<file path="src/include/csd_pkg.sv">
// How it works
// - four selects, each with its own base and mask register pair, programmed independently.
// - the base register holds the block start address in 256-byte steps (address bits 31..8).
// - a valid flag in the base register must be set before a select uses its settings.
// - the mask register sets a power-of-two block size from 256 bytes to 4 Gbytes.
// - a port-width field picks an 8-bit port (data 15..8, odd and even) or a 16-bit port.
// - with write protect set, a select refuses writes to its range.
// - with fast termination set, the acknowledge comes early for a two-cycle access.
// - the acknowledge is made internally with zero to three wait states from the delay field.
// - address bits 31..8 and the space code, qualified by its mask, are compared.
// - after reset select zero asserts for every address until its valid flag is set.
// - in global mode select zero is a 16-bit port, three waits, no write protect, all spaces.
// - select zero keeps decoding every address while a range is loaded into its base register before validation.
// - once select zero is validated, global mode returns only through reset.
package csd_pkg;
  localparam int NUM_SEL = 4;
  localparam logic [7:0] OFF_BASE0 = 8'h00;
  localparam logic [7:0] OFF_MASK0 = 8'h04;
  localparam int  REG_STRIDE_SH = 3;
  localparam int  ADDR_LSB_CMP = 8;
  localparam int  BIT_VALID = 0;
  localparam int  BIT_WP = 1;
  localparam int  BIT_FTE = 2;
  localparam int  FC_LSB = 4;
  localparam int  FC_W = 3;
  localparam int  PS_BIT = 1;
  localparam int  DD_LSB = 2;
  localparam int  DD_W = 2;
  localparam logic [1:0] GLOBAL_WAITS = 2'h3;
  localparam logic [31:0] BASE_RESET = 32'h0000_0000;
  localparam logic [31:0] MASK_RESET = 32'h0000_0000;
  localparam logic [31:0] RD_UNMAPPED = 32'h0000_0000;
  localparam logic [2:0]  FTE_WAITS = 3'h0;

  typedef struct packed {
    logic        req;
    logic [31:0] addr;
    logic [2:0]  fc;
    logic        write;
  } csd_cyc_s;

  typedef enum logic [1:0] {
    CSD_IDLE = 2'b00,
    CSD_WAIT = 2'b01,
    CSD_ACK  = 2'b11,
    CSD_DONE = 2'b10
  } csd_state_e;
endpackage

</file>
<file path="src/verilog/chip_select_decoder.sv">
`timescale 1ns/10ps
module chip_select_decoder #(
  parameter int NSEL = 4
) (
  input  wire logic                     clk_in,
  input  wire logic                     reset_in,
  input  wire logic                     psel_in,
  input  wire logic                     penable_in,
  input  wire logic                     pwrite_in,
  input  wire logic [7:0]               paddr_in,
  input  wire logic [31:0]              pwdata_in,
  output logic [31:0]                   prdata_out,
  output logic                          pready_out,
  output logic                          pslverr_out,
  input  wire csd_pkg::csd_cyc_s        cyc_in,
  input  wire logic                     cyc_end_in,
  output logic [NSEL-1:0]               select_n_out,
  output logic                          cycle_ack_internal_out,
  output logic                          port16_out,
  output logic                          write_refused_out,
  output logic                          global_mode_out
);
  import csd_pkg::*;

  logic [31:0]     base_q [NSEL];
  logic [31:0]     mask_q [NSEL];
  logic            global_q;
  csd_state_e      st_q;
  logic [NSEL-1:0] sel_n_q;
  logic            port16_q;
  logic            refused_q;
  logic [31:0]     prdata_q;
  logic            pready_q;
  logic            pslverr_q;

  wire [NSEL-1:0] hit;
  wire [NSEL-1:0] refuse;
  wire [NSEL-1:0] wr_base;
  wire [NSEL-1:0] wr_mask;
  wire            apb_setup;
  wire            mapped;
  wire [1:0]      reg_idx;
  wire            reg_is_mask;
  wire [31:0]     rd_word;
  wire            start;
  wire            wg_ack;
  wire [NSEL-1:0] hit_eff;
  wire            any_hit;
  wire            any_refuse;
  wire [NSEL-1:0] pick;
  wire [2:0]      waits_sel;
  wire            ps16_sel;
  wire            apb_done;
  wire            wg_clr;

  // apb: one wait state, every access answered in the second access cycle
  assign apb_setup   = psel_in && penable_in && !pready_q;
  // writes land only at the edge where the master sees pready high
  assign apb_done    = psel_in && penable_in && pready_q;
  assign reg_idx     = paddr_in[REG_STRIDE_SH +: 2];
  assign reg_is_mask = paddr_in[2];
  assign mapped      = (paddr_in[1:0] == 2'h0) && (paddr_in[7:5] == 3'h0);
  assign rd_word     = !mapped ? RD_UNMAPPED :
                       reg_is_mask ? mask_q[reg_idx] : base_q[reg_idx];

  genvar g;
  generate
    for (g = 0; g < NSEL; g++) begin : g_sel
      csd_match u_match (
        .base_in    (base_q[g]),
        .mask_in    (mask_q[g]),
        .cyc_in     (cyc_in),
        .hit_out    (hit[g]),
        .refuse_out (refuse[g])
      );
      assign wr_base[g] = apb_done && pwrite_in && mapped && !reg_is_mask &&
                          (reg_idx == 2'(g));
      assign wr_mask[g] = apb_done && pwrite_in && mapped && reg_is_mask &&
                          (reg_idx == 2'(g));
      always_ff @(posedge clk_in) begin
        if (reset_in) begin
          base_q[g] <= BASE_RESET;
          mask_q[g] <= MASK_RESET;
        end else begin
          if (wr_base[g]) base_q[g] <= pwdata_in;
          if (wr_mask[g]) mask_q[g] <= pwdata_in;
        end
      end
    end
  endgenerate

  // global mode: select zero takes every address, all spaces, no protection
  assign hit_eff    = global_q ? {{(NSEL-1){1'b0}}, 1'b1} : hit;
  assign any_hit    = |hit_eff;
  // lowest numbered select wins on overlap; overlapping ranges are a software error
  assign pick       = hit_eff & (~hit_eff + {{(NSEL-1){1'b0}}, 1'b1});
  assign any_refuse = global_q ? 1'b0 : |(refuse & pick);
  assign waits_sel  = global_q ? {1'b0, GLOBAL_WAITS} : waits_of(pick);
  assign ps16_sel   = global_q ? 1'b1 : ps_of(pick);
  assign start      = (st_q == CSD_IDLE) && cyc_in.req && any_hit && !any_refuse;

  function automatic logic [2:0] waits_of(input logic [NSEL-1:0] p);
    logic [2:0] w;
    w = 3'h0;
    for (int i = 0; i < NSEL; i++) begin
      if (p[i]) w = base_q[i][BIT_FTE] ? FTE_WAITS : {1'b0, mask_q[i][DD_LSB +: DD_W]};
    end
    return w;
  endfunction

  function automatic logic ps_of(input logic [NSEL-1:0] p);
    logic s;
    s = 1'b0;
    for (int i = 0; i < NSEL; i++) begin
      if (p[i]) s = mask_q[i][PS_BIT];
    end
    return s;
  endfunction

  // a cycle cut short by the far side must not leave a count running into the next take
  assign wg_clr = reset_in || cyc_end_in;

  csd_waitgen u_wait (
    .clk_in   (clk_in),
    .reset_in (wg_clr),
    .start_in (start),
    .waits_in (waits_sel),
    .ack_out  (wg_ack)
  );

  always_ff @(posedge clk_in) begin
    if (reset_in) begin
      global_q <= 1'b1;
    end else if (base_q[0][BIT_VALID]) begin
      global_q <= 1'b0;
    end
  end

  always_ff @(posedge clk_in) begin
    if (reset_in) begin
      st_q      <= CSD_IDLE;
      sel_n_q   <= '1;
      port16_q  <= 1'b0;
      refused_q <= 1'b0;
    end else begin
      unique case (st_q)
        CSD_IDLE: begin
          refused_q <= cyc_in.req && any_refuse;
          if (start) begin
            st_q     <= CSD_WAIT;
            sel_n_q  <= ~pick;
            port16_q <= ps16_sel;
          end
        end
        CSD_WAIT: begin
          if (wg_ack) st_q <= CSD_ACK;
          if (cyc_end_in) begin
            st_q    <= CSD_IDLE;
            sel_n_q <= '1;
          end
        end
        CSD_ACK: begin
          st_q <= CSD_DONE;
          if (cyc_end_in) begin
            st_q    <= CSD_IDLE;
            sel_n_q <= '1;
          end
        end
        CSD_DONE: begin
          if (cyc_end_in) begin
            st_q    <= CSD_IDLE;
            sel_n_q <= '1;
          end
        end
      endcase
    end
  end

  always_ff @(posedge clk_in) begin
    if (reset_in) begin
      prdata_q  <= 32'h0000_0000;
      pready_q  <= 1'b0;
      pslverr_q <= 1'b0;
    end else begin
      pready_q  <= apb_setup;
      pslverr_q <= apb_setup && !mapped;
      prdata_q  <= apb_setup ? rd_word : 32'h0000_0000;
    end
  end

  logic ack_q;
  always_ff @(posedge clk_in) begin
    if (reset_in) begin
      ack_q <= 1'b0;
    end else begin
      ack_q <= (st_q == CSD_WAIT) && wg_ack && !cyc_end_in;
    end
  end

  assign select_n_out           = sel_n_q;
  assign cycle_ack_internal_out = ack_q;
  assign port16_out             = port16_q;
  assign write_refused_out      = refused_q;
  assign global_mode_out        = global_q;
  assign prdata_out             = prdata_q;
  assign pready_out             = pready_q;
  assign pslverr_out            = pslverr_q;
endmodule // chip_select_decoder

</file>
<file path="src/verilog/csd_match.sv">
`timescale 1ns/10ps
module csd_match (
  input  wire logic [31:0]  base_in,
  input  wire logic [31:0]  mask_in,
  input  wire csd_pkg::csd_cyc_s cyc_in,
  output logic              hit_out,
  output logic              refuse_out
);
  import csd_pkg::*;
  wire [31:0] addr_cmp;
  wire [2:0]  fc_cmp;
  wire        valid;
  // low byte is never compared: blocks are at least 256 bytes
  assign addr_cmp = ((cyc_in.addr ^ base_in) & ~mask_in) & ~32'h0000_00FF;
  assign fc_cmp   = (cyc_in.fc ^ base_in[FC_LSB +: FC_W]) & ~mask_in[FC_LSB +: FC_W];
  assign valid    = base_in[BIT_VALID];
  assign hit_out  = valid && (addr_cmp == 32'h0000_0000) && (fc_cmp == 3'h0);
  assign refuse_out = hit_out && cyc_in.write && base_in[BIT_WP];
endmodule // csd_match

</file>
<file path="src/verilog/csd_waitgen.sv">
`timescale 1ns/10ps
module csd_waitgen (
  input  wire logic       clk_in,
  input  wire logic       reset_in,
  input  wire logic       start_in,
  input  wire logic [2:0] waits_in,
  output logic            ack_out
);
  import csd_pkg::*;
  logic [2:0] cnt_q;
  logic       run_q;
  wire        expire;
  assign expire  = run_q && (cnt_q == 3'h0);
  assign ack_out = expire;
  always_ff @(posedge clk_in) begin
    if (reset_in || expire) begin
      run_q <= 1'b0;
      cnt_q <= 3'h0;
    end else if (start_in) begin
      run_q <= 1'b1;
      cnt_q <= waits_in;
    end else if (run_q) begin
      cnt_q <= cnt_q - 3'h1;
    end
  end
endmodule // csd_waitgen
</file>
<file path="config.mk">
export PLATFORM = sky130hd
export DESIGN_NAME = chip_select_decoder
export DESIGN_NICKNAME = d
export VERILOG_FILES = /design/src/include/csd_pkg.sv /design/src/verilog/chip_select_decoder.sv /design/src/verilog/csd_match.sv /design/src/verilog/csd_waitgen.sv
export SDC_FILE = /design/constraint.sdc
export NUM_CORES = 1
export LEC_CHECK = 0
export ABC_AREA = 1
export BUFFER_PORTS_ARGS = -buffer_cell sky130_fd_sc_hd__buf_2
export CAP_MARGIN = 20
export CORE_UTILIZATION = 40
export DETAILED_ROUTE_END_ITERATION = 8
export GPL_ROUTABILITY_DRIVEN = 0
export GPL_TIMING_DRIVEN = 1
export SLEW_MARGIN = 20
export SYNTH_ARGS = -nofsm -noshare
export SYNTH_HDL_FRONTEND = slang
export SYNTH_SLANG_ARGS = --single-unit
</file>
<file path="constraint.sdc">
create_clock -name clk_in -period 4.2 [get_ports clk_in]
set_input_delay 0 -clock clk_in [delete_from_list [all_inputs] [get_ports clk_in]]
set_output_delay 0 -clock clk_in [all_outputs]
set_load 0.02 [all_outputs]
</file>
==> results.py, run 1 <==
metrics = {
    "status": {
        "status": "complete, no violations",
    },
    "layout": {
        "final_core_util": 0.4853,
        "diodes": 0,
        "nets": 1940,
        "stdcell_area_mm2": 0.01781,
        "drive_above_1_share": 0.1304,
        "syn_to_final_growth_pct": 18.88,
    },
    "sta": {
        "tns_ns": 0,
        "grt_setup_unrepaired": "no",
        "tightestPinTransition_ns": 1.102,
        "finalCritPeriodShare": 0.8644,
        "relSlewSlack": 0.2585,
        "fmax_ghz": 0.2754,
        "whs_ns": 0.07381,
        "post-route-min-period_ns": 3.630,
        "fin_skew_ns": 0.009069,
        "hold_viol_final": 0,
        "finalSetupViolCount": 0,
        "drv_slew": 0,
    },
    "logic_synthesis": {
        "ys_top_cells_by_area": "edfxtp_1 (51%), nor2_1 (9.7%), nand2_1 (8.8%)",
        "ys.warnings.count": 0,
        "syn_area_mm2": 0.01498,
        "ys.flop_type": "edfxtp_1",
        "avgSynthCellArea_um2": 8.813,
        "yosys.area.top_type": "edfxtp_1",
        "synth_top_area_frac": 0.5131,
        "synth_edf_count": 256,
        "yosysSeqAreaShare": 0.5773,
        "async_reset_ff_frac": 0,
        "synth_cell_types": 48,
        "ys_ff_latch": 304,
        "synthesis.instances": 1700,
        "synth_nets": 1785,
    },
    "worst_setup_path": {
        "cp_max_fo": 20,
        "cpPeakStageDelay_ns": 0.88,
        "critical-path-top-delay-family": "buffers and inverters",
        "slowest_stage": "o21ai_4",
        "path_class": "input pin to register",
        "r2r-start": "base_q[0][11]$_SDFFCE_PN0P_",
        "critPathBufInv": 7,
        "worstSetupEndpointType": "register",
        "path_cells": "dlygate4sd3_1 > buf_2 > nor3_1 > dlygate4sd3_1 > and2_1 > dlygate4sd3_1 > inv_1 > nor3_2 > buf_4 > nand2_1 > o21ai_4 > buf_4",
        "cpMostUsedCell": "dlygate4sd3_1",
        "required_ns": 4.41,
        "arrival_ns": 3.84,
        "critPathLaunch": "paddr_in[7]",
        "cp-start-kind": "input pin",
    },
    "place": {
        "dp_hpwl_um": 33240,
        "port_buffers": 116,
        "placed_area_mm2": 0.01630,
    },
    "floorplan": {
        "rows": 70,
        "dieArea_mm2": 0.03823,
        "initial_core_util": 0.4083,
        "die_h_um": 195.5,
        "io_pins": 125,
        "core_mm2": 0.03670,
        "die_w_um": 195.5,
    },
    "clocking": {
        "post_cts_buffers": 0,
        "clk_latency_ns": 0.51,
        "cts-htree-levels": 2,
        "ctsResizeCount": 0,
        "numCtsBuffers": 35,
        "cts_tree": "built",
        "clk_pin_slew_ns": 0.05,
        "cts_max_path_buffers": 3,
        "cts-root-buf": "clkbuf_16",
        "clock-sinks": 304,
    },
    "hold_path": {
        "hold_class": "input pin to register",
        "min-delay-start": "cyc_in[0]",
    },
    "route": {
        "wirelength_um": 51530,
        "drtAntennaViolNets": 0,
        "detail_route.iter0.violations": 1511,
        "drc": 0,
        "wl_per_cell_um": 21.96,
        "firstDrtPassIters": 6,
        "vias_per_cell": 5.574,
        "dr_total_vias": 13080,
    },
    "grt": {
        "grt_pass1_wl_um": 76000,
        "grt-ovfl-total": 0,
        "grt_max_degree": 56,
        "antenna_found_initial": 0,
        "grt_usage": 0.2698,
        "grt_pass1_vias": 12150,
    },
    "run": {
        "drv_cap": 0,
    },
    "power": {
        "power_density_mw_per_mm2": 398.1,
        "p_leak_nw": 7.540,
        "power_mw": 7.090,
        "vdd_drop_max_mv": 0.2447,
    },
}
## power by group
group	leakage, nW	switching (mW)	internal, mW	total (mW)
Sequential	3.06	0.0548	3.36	3.41
Combinational	3.94	0.506	0.211	0.717
Clock	0.545	1.19	1.78	2.96
## timing repair
item	in CTS	in global routing
endpoints found under the setup margin	0	0
hold endpoints to repair	266	0
hold buffers	40	0
## placed cells by master (no fill, tap or decap), drive strengths merged
| master | count |
|---|---|
| o21ai | 40 |
| nand4 | 34 |
| nand3 | 72 |
| ha | 2 |
| nor2 | 389 |
| or2 | 5 |
| xnor2 | 3 |
| xor2 | 1 |
| a41oi | 6 |
| edfxtp | 256 |
| inv | 201 |
| a221oi | 17 |
| o31ai | 2 |
| dfxtp | 48 |
| a22oi | 47 |
| nand3b | 19 |
| buf | 151 |
| o211ai | 3 |
| a211oi | 10 |
| a31oi | 4 |
| nand2 | 360 |
| o22ai | 22 |
| clkbuf | 53 |
| a21oi | 44 |
| nor4 | 3 |
| o21bai | 1 |
| a311oi | 11 |
| clkinv | 11 |
| nor3 | 13 |
| o221ai | 2 |
| a2111oi | 6 |
| bufinv | 1 |
| dlygate4sd3 | 40 |
| and3 | 1 |
| and2 | 1 |
## flip-flops by register name (all words and copies together) (netlist names)
name,cells
base_q,128
u_wait.run_q,1
pslverr_out,1
u_wait.cnt_q,3
global_mode_out,1
mask_q,128
port16_out,1
st_q,2
pready_out,1
write_refused_out,1
select_n_out,4
prdata_out,32
cycle_ack_internal_out,1
## synthesized netlist by cell type (5+ instances only)
master and n:
a21oi_1 43, buf_1 5, nand2_1 352, o22ai_1 22
o21ai_0 33, a2111oi_0 6, clkbuf_1 58, a22oi_1 47
o21ai_1 7, nand4_1 34, a311oi_1 11, inv_1 182
nand3b_1 19, nor3_1 9, nor2_1 386, edfxtp_1 256
a221oi_1 17, inv_2 18, a211oi_1 10, nand3_1 71
dfxtp_1 48, a41oi_1 6
## per-layer routing
metal / part of all wire / up-vias / GRT usage / wire, um
li1: - / 6016 / - / -
met3: 0.10 / 117 / 0.04750 / 5233
met4: 0.032 / 0 / 0.09857 / 1662
met1: 0.41 / 6229 / 0.3683 / 21190
met2: 0.45 / 720 / 0.4299 / 23440
met5: 0 / - / 0 / 0
## cell families (layout without fill, tap and decap cells)
logic type                 Yosys count  after routing  share of synthesized area
xor gates and xnor gates             4              4                   0.002339
AOI/OAI and AO/OA                  215            215                    0.09529
buffers and inverters              278            457                    0.07216
and+or+nand+nor                    897            897                     0.2513
adders and majority gates            2              2                   0.001670
DFF                                304            304                     0.5773
## final cells by class
class	count	area, um^2
inverter	205	772.0
fill	3422	18890
tap	468	585.6
clock inverter	8	61.31
timing repair buffer	191	1339
multi-input combinational	1118	5358
sequential	304	8648
clock buffer	53	1047
## worst min-delay path, stage by stage
cell      delay [ns]
buf_2           0.10
o211ai_1        0.09
inv_2           0.10
a21oi_2         0.08
o21ai_1         0.11
nor2_1          0.05
## stage by stage
step / setup WS [ns] / instances
after floorplan: 0.3612 / 1700
after global placement: 1.397 / 2245
after detailed placement: 1.322 / 2246
after CTS: 0.5740 / 2347
after global routing: 0.4555 / 2347
final: 0.5696 / 2347
## final timing paths
| path | endpoint | slack [ns] | cells past startpoint |
|---|---|---|---|
| worst min register to register | select_n_out[3]$_SDFFE_PP1P_ | 0.46 | 2 |
| worst max register to register | write_refused_out$_SDFFE_PP0N_ | 1.49 | 11 |
| worst max-delay path | base_q[2][8]$_SDFFCE_PN0P_ | 0.57 | 12 |
| worst min-delay path | port16_out$_SDFFE_PP0P_ | 0.07 | 6 |
No activity file was read; power rests on OpenSTA's default activity.
==> run 2, diff against run 1 <==
--- a/config.mk
+++ b/config.mk
@@ -8,6 +8,7 @@
 export ABC_AREA = 1
 export BUFFER_PORTS_ARGS = -buffer_cell sky130_fd_sc_hd__buf_2
 export CAP_MARGIN = 20
+export CORE_ASPECT_RATIO = 1.5
 export CORE_UTILIZATION = 40
 export DETAILED_ROUTE_END_ITERATION = 8
 export GPL_ROUTABILITY_DRIVEN = 0
@@ -16,3 +17,4 @@
 export SYNTH_ARGS = -nofsm -noshare
 export SYNTH_HDL_FRONTEND = slang
 export SYNTH_SLANG_ARGS = --single-unit
+export TNS_END_PERCENT = 100
==> run 2 against run 1 <==
- first-iteration DRC count down 25%
- via count fell by 0.63%
- combinational power about the same
- sequential power barely moved
- sequential share of layout area grew 0.12 points
- count of clock-buffer cells in the layout shrank 12
- largest power group unchanged
- critical path type unchanged
- register-to-register slack got worse by 0.14 ns
- design area fell by 0.25%
==> results.py, run 2 (synthesis gave the netlist of run 1 again) <==
metrics = {
    "place": {
        "pre_cts_slack_ns": 1.313,
        "dp_hpwl_um": 34480,
        "placed_area_mm2": 0.01633,
        "port_buffers": 116,
    },
    "route": {
        "drtAntennaViolNets": 0,
        "detail_route.iter0.violations": 1126,
        "dr_total_vias": 13000,
        "wirelength_um": 51930,
        "vias_per_cell": 5.495,
        "firstDrtPassIters": 6,
        "wl_per_cell_um": 21.95,
        "drc": 0,
    },
    "floorplan": {
        "dieArea_mm2": 0.03825,
        "core_mm2": 0.03680,
        "initial_core_util": 0.4071,
        "rows": 86,
        "die_h_um": 239.0,
        "die_w_um": 160.0,
        "io_pins": 125,
    },
    "sta": {
        "post-route-min-period_ns": 3.943,
        "setup_slack_ns": 0.2567,
        "whs_ns": 0.09131,
        "finalSetupViolCount": 0,
        "finalCritPeriodShare": 0.9389,
        "tightestPinTransition_ns": 1.001,
        "relSlewSlack": 0.3320,
        "grt_setup_unrepaired": "no",
        "fmax_ghz": 0.2536,
        "fin_skew_ns": 0.01371,
        "drv_slew": 0,
        "tns_ns": 0,
        "hold_viol_final": 0,
    },
    "hold_path": {
        "hold_depth": 3,
        "hold_class": "input pin to register",
    },
    "grt": {
        "grt_usage": 0.2712,
        "antenna_found_initial": 3,
        "grt_max_degree": 56,
        "grt_pass1_vias": 12670,
        "grt-ovfl-total": 0,
        "grt_pass1_wl_um": 76620,
    },
    "power": {
        "power_mw": 6.930,
        "p_leak_nw": 7.510,
        "vdd_drop_max_mv": 0.3103,
        "power_density_mw_per_mm2": 390.0,
    },
    "clocking": {
        "post_cts_buffers": 0,
        "cts-htree-levels": 1,
        "cts_max_path_buffers": 3,
        "cts_tree": "built",
        "cts-root-buf": "clkbuf_16",
        "clk_latency_ns": 0.57,
        "numCtsBuffers": 30,
        "clock-sinks": 304,
        "clk_pin_slew_ns": 0.07,
    },
    "layout": {
        "drive_above_1_share": 0.1303,
        "syn_to_final_growth_pct": 18.59,
        "layout_commonest_cell": "nor2_1",
        "nets": 1941,
        "layout_common_cells": "nor2_1 (384), nand2_1 (352), edfxtp_1 (256)",
        "stdcell_area_mm2": 0.01777,
    },
    "worst_setup_path": {
        "rr_worst_depth": 5,
        "arrival_ns": 4.21,
        "cp-start-kind": "input pin",
        "path_class": "input pin to register",
        "required_ns": 4.46,
        "cp_max_fo": 17,
        "worstSetupEndpointType": "register",
    },
    "run": {
        "drv_cap": 0,
    },
    "status": {
        "status": "complete, no violations",
    },
}
run 2: cell count changes in the layout (fill, tap and decap cells not counted), sizes merged:
cell,before,now
inv,201,202
clkinv,11,14
dlygate4sd3,40,42
clkbuf,53,41
buf,151,155
bufinv,1,4
diode,0,2
run 2: critical path: stages:
cell and delay [ns]:
dlygate4sd3_1 0.54, buf_2 0.12, nor3_1 0.12, dlygate4sd3_1 0.58, and2_1 0.13, dlygate4sd3_1 0.55, inv_1 0.06, nor3_2 0.58
nand2_1 0.41, o21ai_4 0.81, buf_12 0.28
run 2: final timing paths:
path / slack (ns) / startpoint / endpoint
worst max-delay path: 0.26 / paddr_in[7] / mask_q[1][8]$_SDFFCE_PN0P_
worst min register to register: 0.46 / select_n_out[0]$_SDFFE_PP1P_ / select_n_out[0]$_SDFFE_PP1P_
worst min-delay path: 0.09 / paddr_in[2] / prdata_out[30]$_SDFF_PP0_
worst max register to register: 1.35 / pready_out$_SDFF_PP0_ / mask_q[1][8]$_SDFFCE_PN0P_
run 2: repair_timing:
| item | CTS | global route |
|---|---|---|
| gates resized for setup | 0 | 0 |
| hold buffers | 42 | 0 |
| hold endpoints to repair | 267 | 0 |
run 2: power breakdown:
group | internal (mW) | switching [mW] | leakage (nW)
sequential | 3.35 | 0.0547 | 3.06
combinational | 0.213 | 0.505 | 3.96
clock | 1.63 | 1.17 | 0.495
total | 5.20 | 1.73 | 7.51
run 2: cell type report:
type / instances / area (um^2)
diodes: 2 / 5.005
flip-flops and latches: 304 / 8648
clock buffers: 41 / 833.3
repair buffers: 197 / 1369
well taps: 484 / 605.6
multi-input cells: 1118 / 5358
fillers: 3495 / 19030
clock inverters: 15 / 176.4
inverters: 205 / 772.0
run 2: stage by stage:
step	instances	util
finish	2366	0.4828
CTS	2364	0.4827
floorplan	1700	-
detailed placement	2266	0.4438
global placement	2266	0.4438
global route	2366	0.4828
run 2: per-layer routing:
layer | part of all wire | global-route usage
met5 | 0.00025 | 0
met4 | 0.067 | 0.1786
met3 | 0.072 | 0.03609
met2 | 0.50 | 0.4779
met1 | 0.37 | 0.3070
==> run 3, diff against run 2 <==
==> constraint.sdc (replaced) <==
create_clock -name clk_in -period 3.88 [get_ports clk_in]
set_input_delay 0 -clock clk_in [delete_from_list [all_inputs] [get_ports clk_in]]
set_output_delay 0 -clock clk_in [all_outputs]
set_load 0.02 [all_outputs]
==> run 3 against run 2 <==
- critical endpoint is now mask_q[1][28]$_SDFFCE_PN0P_
- non-clock buffer count is 3 higher
- sequential share of layout area rose by 0.21 points
- register-to-register slack got worse by 0.18 ns
- critical path type unchanged
- utilization decreased by 0.21 points
- via count decreased by 0.32%
==> results.py, run 3 (synthesis gave the netlist of run 1 again) <==
metrics = {
    "floorplan": {
        "dieArea_mm2": 0.03825,
        "io_pins": 125,
        "die_w_um": 160.0,
        "die_h_um": 239.0,
        "core_mm2": 0.03680,
        "initial_core_util": 0.4071,
        "rows": 86,
    },
    "sta": {
        "finalSetupViolCount": 0,
        "fin_skew_ns": 0.009551,
        "whs_ns": 0.1833,
        "relSlewSlack": 0.3910,
        "grt_setup_unrepaired": "no",
        "post-route-min-period_ns": 3.608,
        "tns_ns": 0,
        "fmax_ghz": 0.2771,
        "tightestPinTransition_ns": 0.9051,
        "hold_viol_final": 0,
        "setup_slack_ns": 0.2715,
        "finalCritPeriodShare": 0.9300,
        "drv_slew": 0,
    },
    "clocking": {
        "cts-htree-levels": 1,
        "cts_max_path_buffers": 3,
        "clk_latency_ns": 0.57,
        "cts-root-buf": "clkbuf_16",
        "cts_tree": "built",
        "numCtsBuffers": 29,
        "clk_pin_slew_ns": 0.06,
        "clock-sinks": 304,
    },
    "place": {
        "placed_area_mm2": 0.01632,
        "pre_cts_slack_ns": 1.047,
        "dp_hpwl_um": 35150,
        "placedCellCount": 2268,
        "port_buffers": 116,
    },
    "worst_setup_path": {
        "arrival_ns": 3.87,
        "cp-start-kind": "input pin",
        "regToRegEndpoint": "write_refused_out$_SDFFE_PP0N_",
        "required_ns": 4.14,
        "path_class": "input pin to register",
        "worstSetupEndpointType": "register",
        "rr_worst_depth": 11,
        "cp_max_fo": 12,
        "ff2ff_setup_slack_ns": 1.17,
        "r2r-start": "base_q[0][11]$_SDFFCE_PN0P_",
    },
    "grt": {
        "grt.met3_usage": 0.03834,
        "grt_max_degree": 56,
        "grt_usage": 0.2724,
        "grt-busiest-layer": "met2",
        "grt_pass1_wl_um": 76490,
        "grt_pass1_vias": 12700,
        "grtUsageMet2": 0.4880,
        "grt.met1_usage": 0.3022,
        "grt-ovfl-total": 0,
        "antenna_found_initial": 1,
    },
    "layout": {
        "layout_commonest_cell": "nor2_1",
        "fillerInstances": 3531,
        "layout_common_cells": "nor2_1 (384), nand2_1 (352), edfxtp_1 (256)",
        "final_core_util": 0.4807,
        "diodes": 0,
        "stdcell_area_mm2": 0.01769,
        "multi_input_area_mm2": 0.005364,
        "syn_to_final_growth_pct": 18.08,
        "nets": 1943,
        "drive_above_1_share": 0.1319,
        "finalNonFillerCells": 2364,
        "seq_area_mm2": 0.008648,
    },
    "route": {
        "drc": 0,
        "dr_total_vias": 12960,
        "wirelength_um": 52030,
        "firstDrtPassIters": 5,
        "vias_per_cell": 5.482,
        "drtAntennaViolNets": 0,
        "wl_per_cell_um": 22.01,
        "detail_route.iter0.violations": 1167,
    },
    "power": {
        "vdd_drop_max_mv": 0.2813,
        "cell_internal_pwr_mw": 5.457,
        "power.switching_mw": 1.863,
        "pwr-share-seq": 0.504,
        "power_frac_clock": 0.389,
        "comb_power_share": 0.107,
        "power_mw": 7.320,
        "power_density_mw_per_mm2": 413.7,
        "p_leak_nw": 7.488,
        "p_sw_frac": 0.2545,
    },
    "status": {
        "status": "complete, no violations",
    },
    "run": {
        "drv_cap": 0,
    },
    "hold_path": {
        "hold_end": "prdata_out[7]$_SDFF_PP0_",
        "hold_depth": 5,
        "min-delay-start": "paddr_in[3]",
        "hold_class": "input pin to register",
    },
}
[run 3: what timing repair did]
| action | CTS | global route |
|---|---|---|
| gates resized for setup | 0 | 1 |
| hold buffers | 43 | 0 |
| hold endpoints to repair | 269 | 0 |
| setup buffers | 0 | 0 |
| setup endpoints to repair | 0 | 145 |
[run 3: critical path: stages]
cell and delay (ns):
dlygate4sd3_1 0.54, buf_2 0.12, nor3_1 0.12, dlygate4sd3_1 0.58
and2_1 0.13, dlygate4sd3_1 0.54, inv_1 0.07, nor3_4 0.42
nand2_1 0.36, o21ai_4 0.62, buf_4 0.34
[run 3: power by group through the flow]
stage	Sequential [mW]	Clock (mW)	Combinational [mW]
after CTS	3.69	2.86	0.774
after floorplan	3.77	0	0.416
after global routing	3.70	2.97	0.845
after detailed placement	3.76	0	0.741
after global placement	3.75	0	0.730
final	3.69	2.84	0.786
[run 3: worst max-delay path by stage]
stage / endpoint / slack (ns) / cells past startpoint / startpoint
2_1_floorplan: base_q[0][0]$_SDFFCE_PN0P_ / 0.04 / 4 / pready_out$_SDFF_PP0_
3_3_place_gp: mask_q[1][26]$_SDFFCE_PN0P_ / 1.06 / 8 / paddr_in[6]
3_5_place_dp: base_q[0][26]$_SDFFCE_PN0P_ / 1.05 / 8 / paddr_in[6]
4_1_cts: mask_q[1][28]$_SDFFCE_PN0P_ / 0.08 / 11 / paddr_in[7]
5_1_grt: mask_q[1][28]$_SDFFCE_PN0P_ / 0.12 / 11 / paddr_in[7]
6_report: mask_q[1][28]$_SDFFCE_PN0P_ / 0.27 / 11 / paddr_in[7]
[run 3: metal layers]
layer,vias up,wire length (um)
met1,6121,18590
met3,182,3970
met2,639,26010
met5,-,13
met4,2,3451
li1,6015,-
[run 3: layout make-up]
class	instances	area share
sequential	304	0.4889
multi-input combinational	1118	0.3032
timing repair buffer	200	0.07737
clock buffer	46	0.04915
inverter	205	0.04364
tap	484	0.03423
clock inverter	7	0.003536
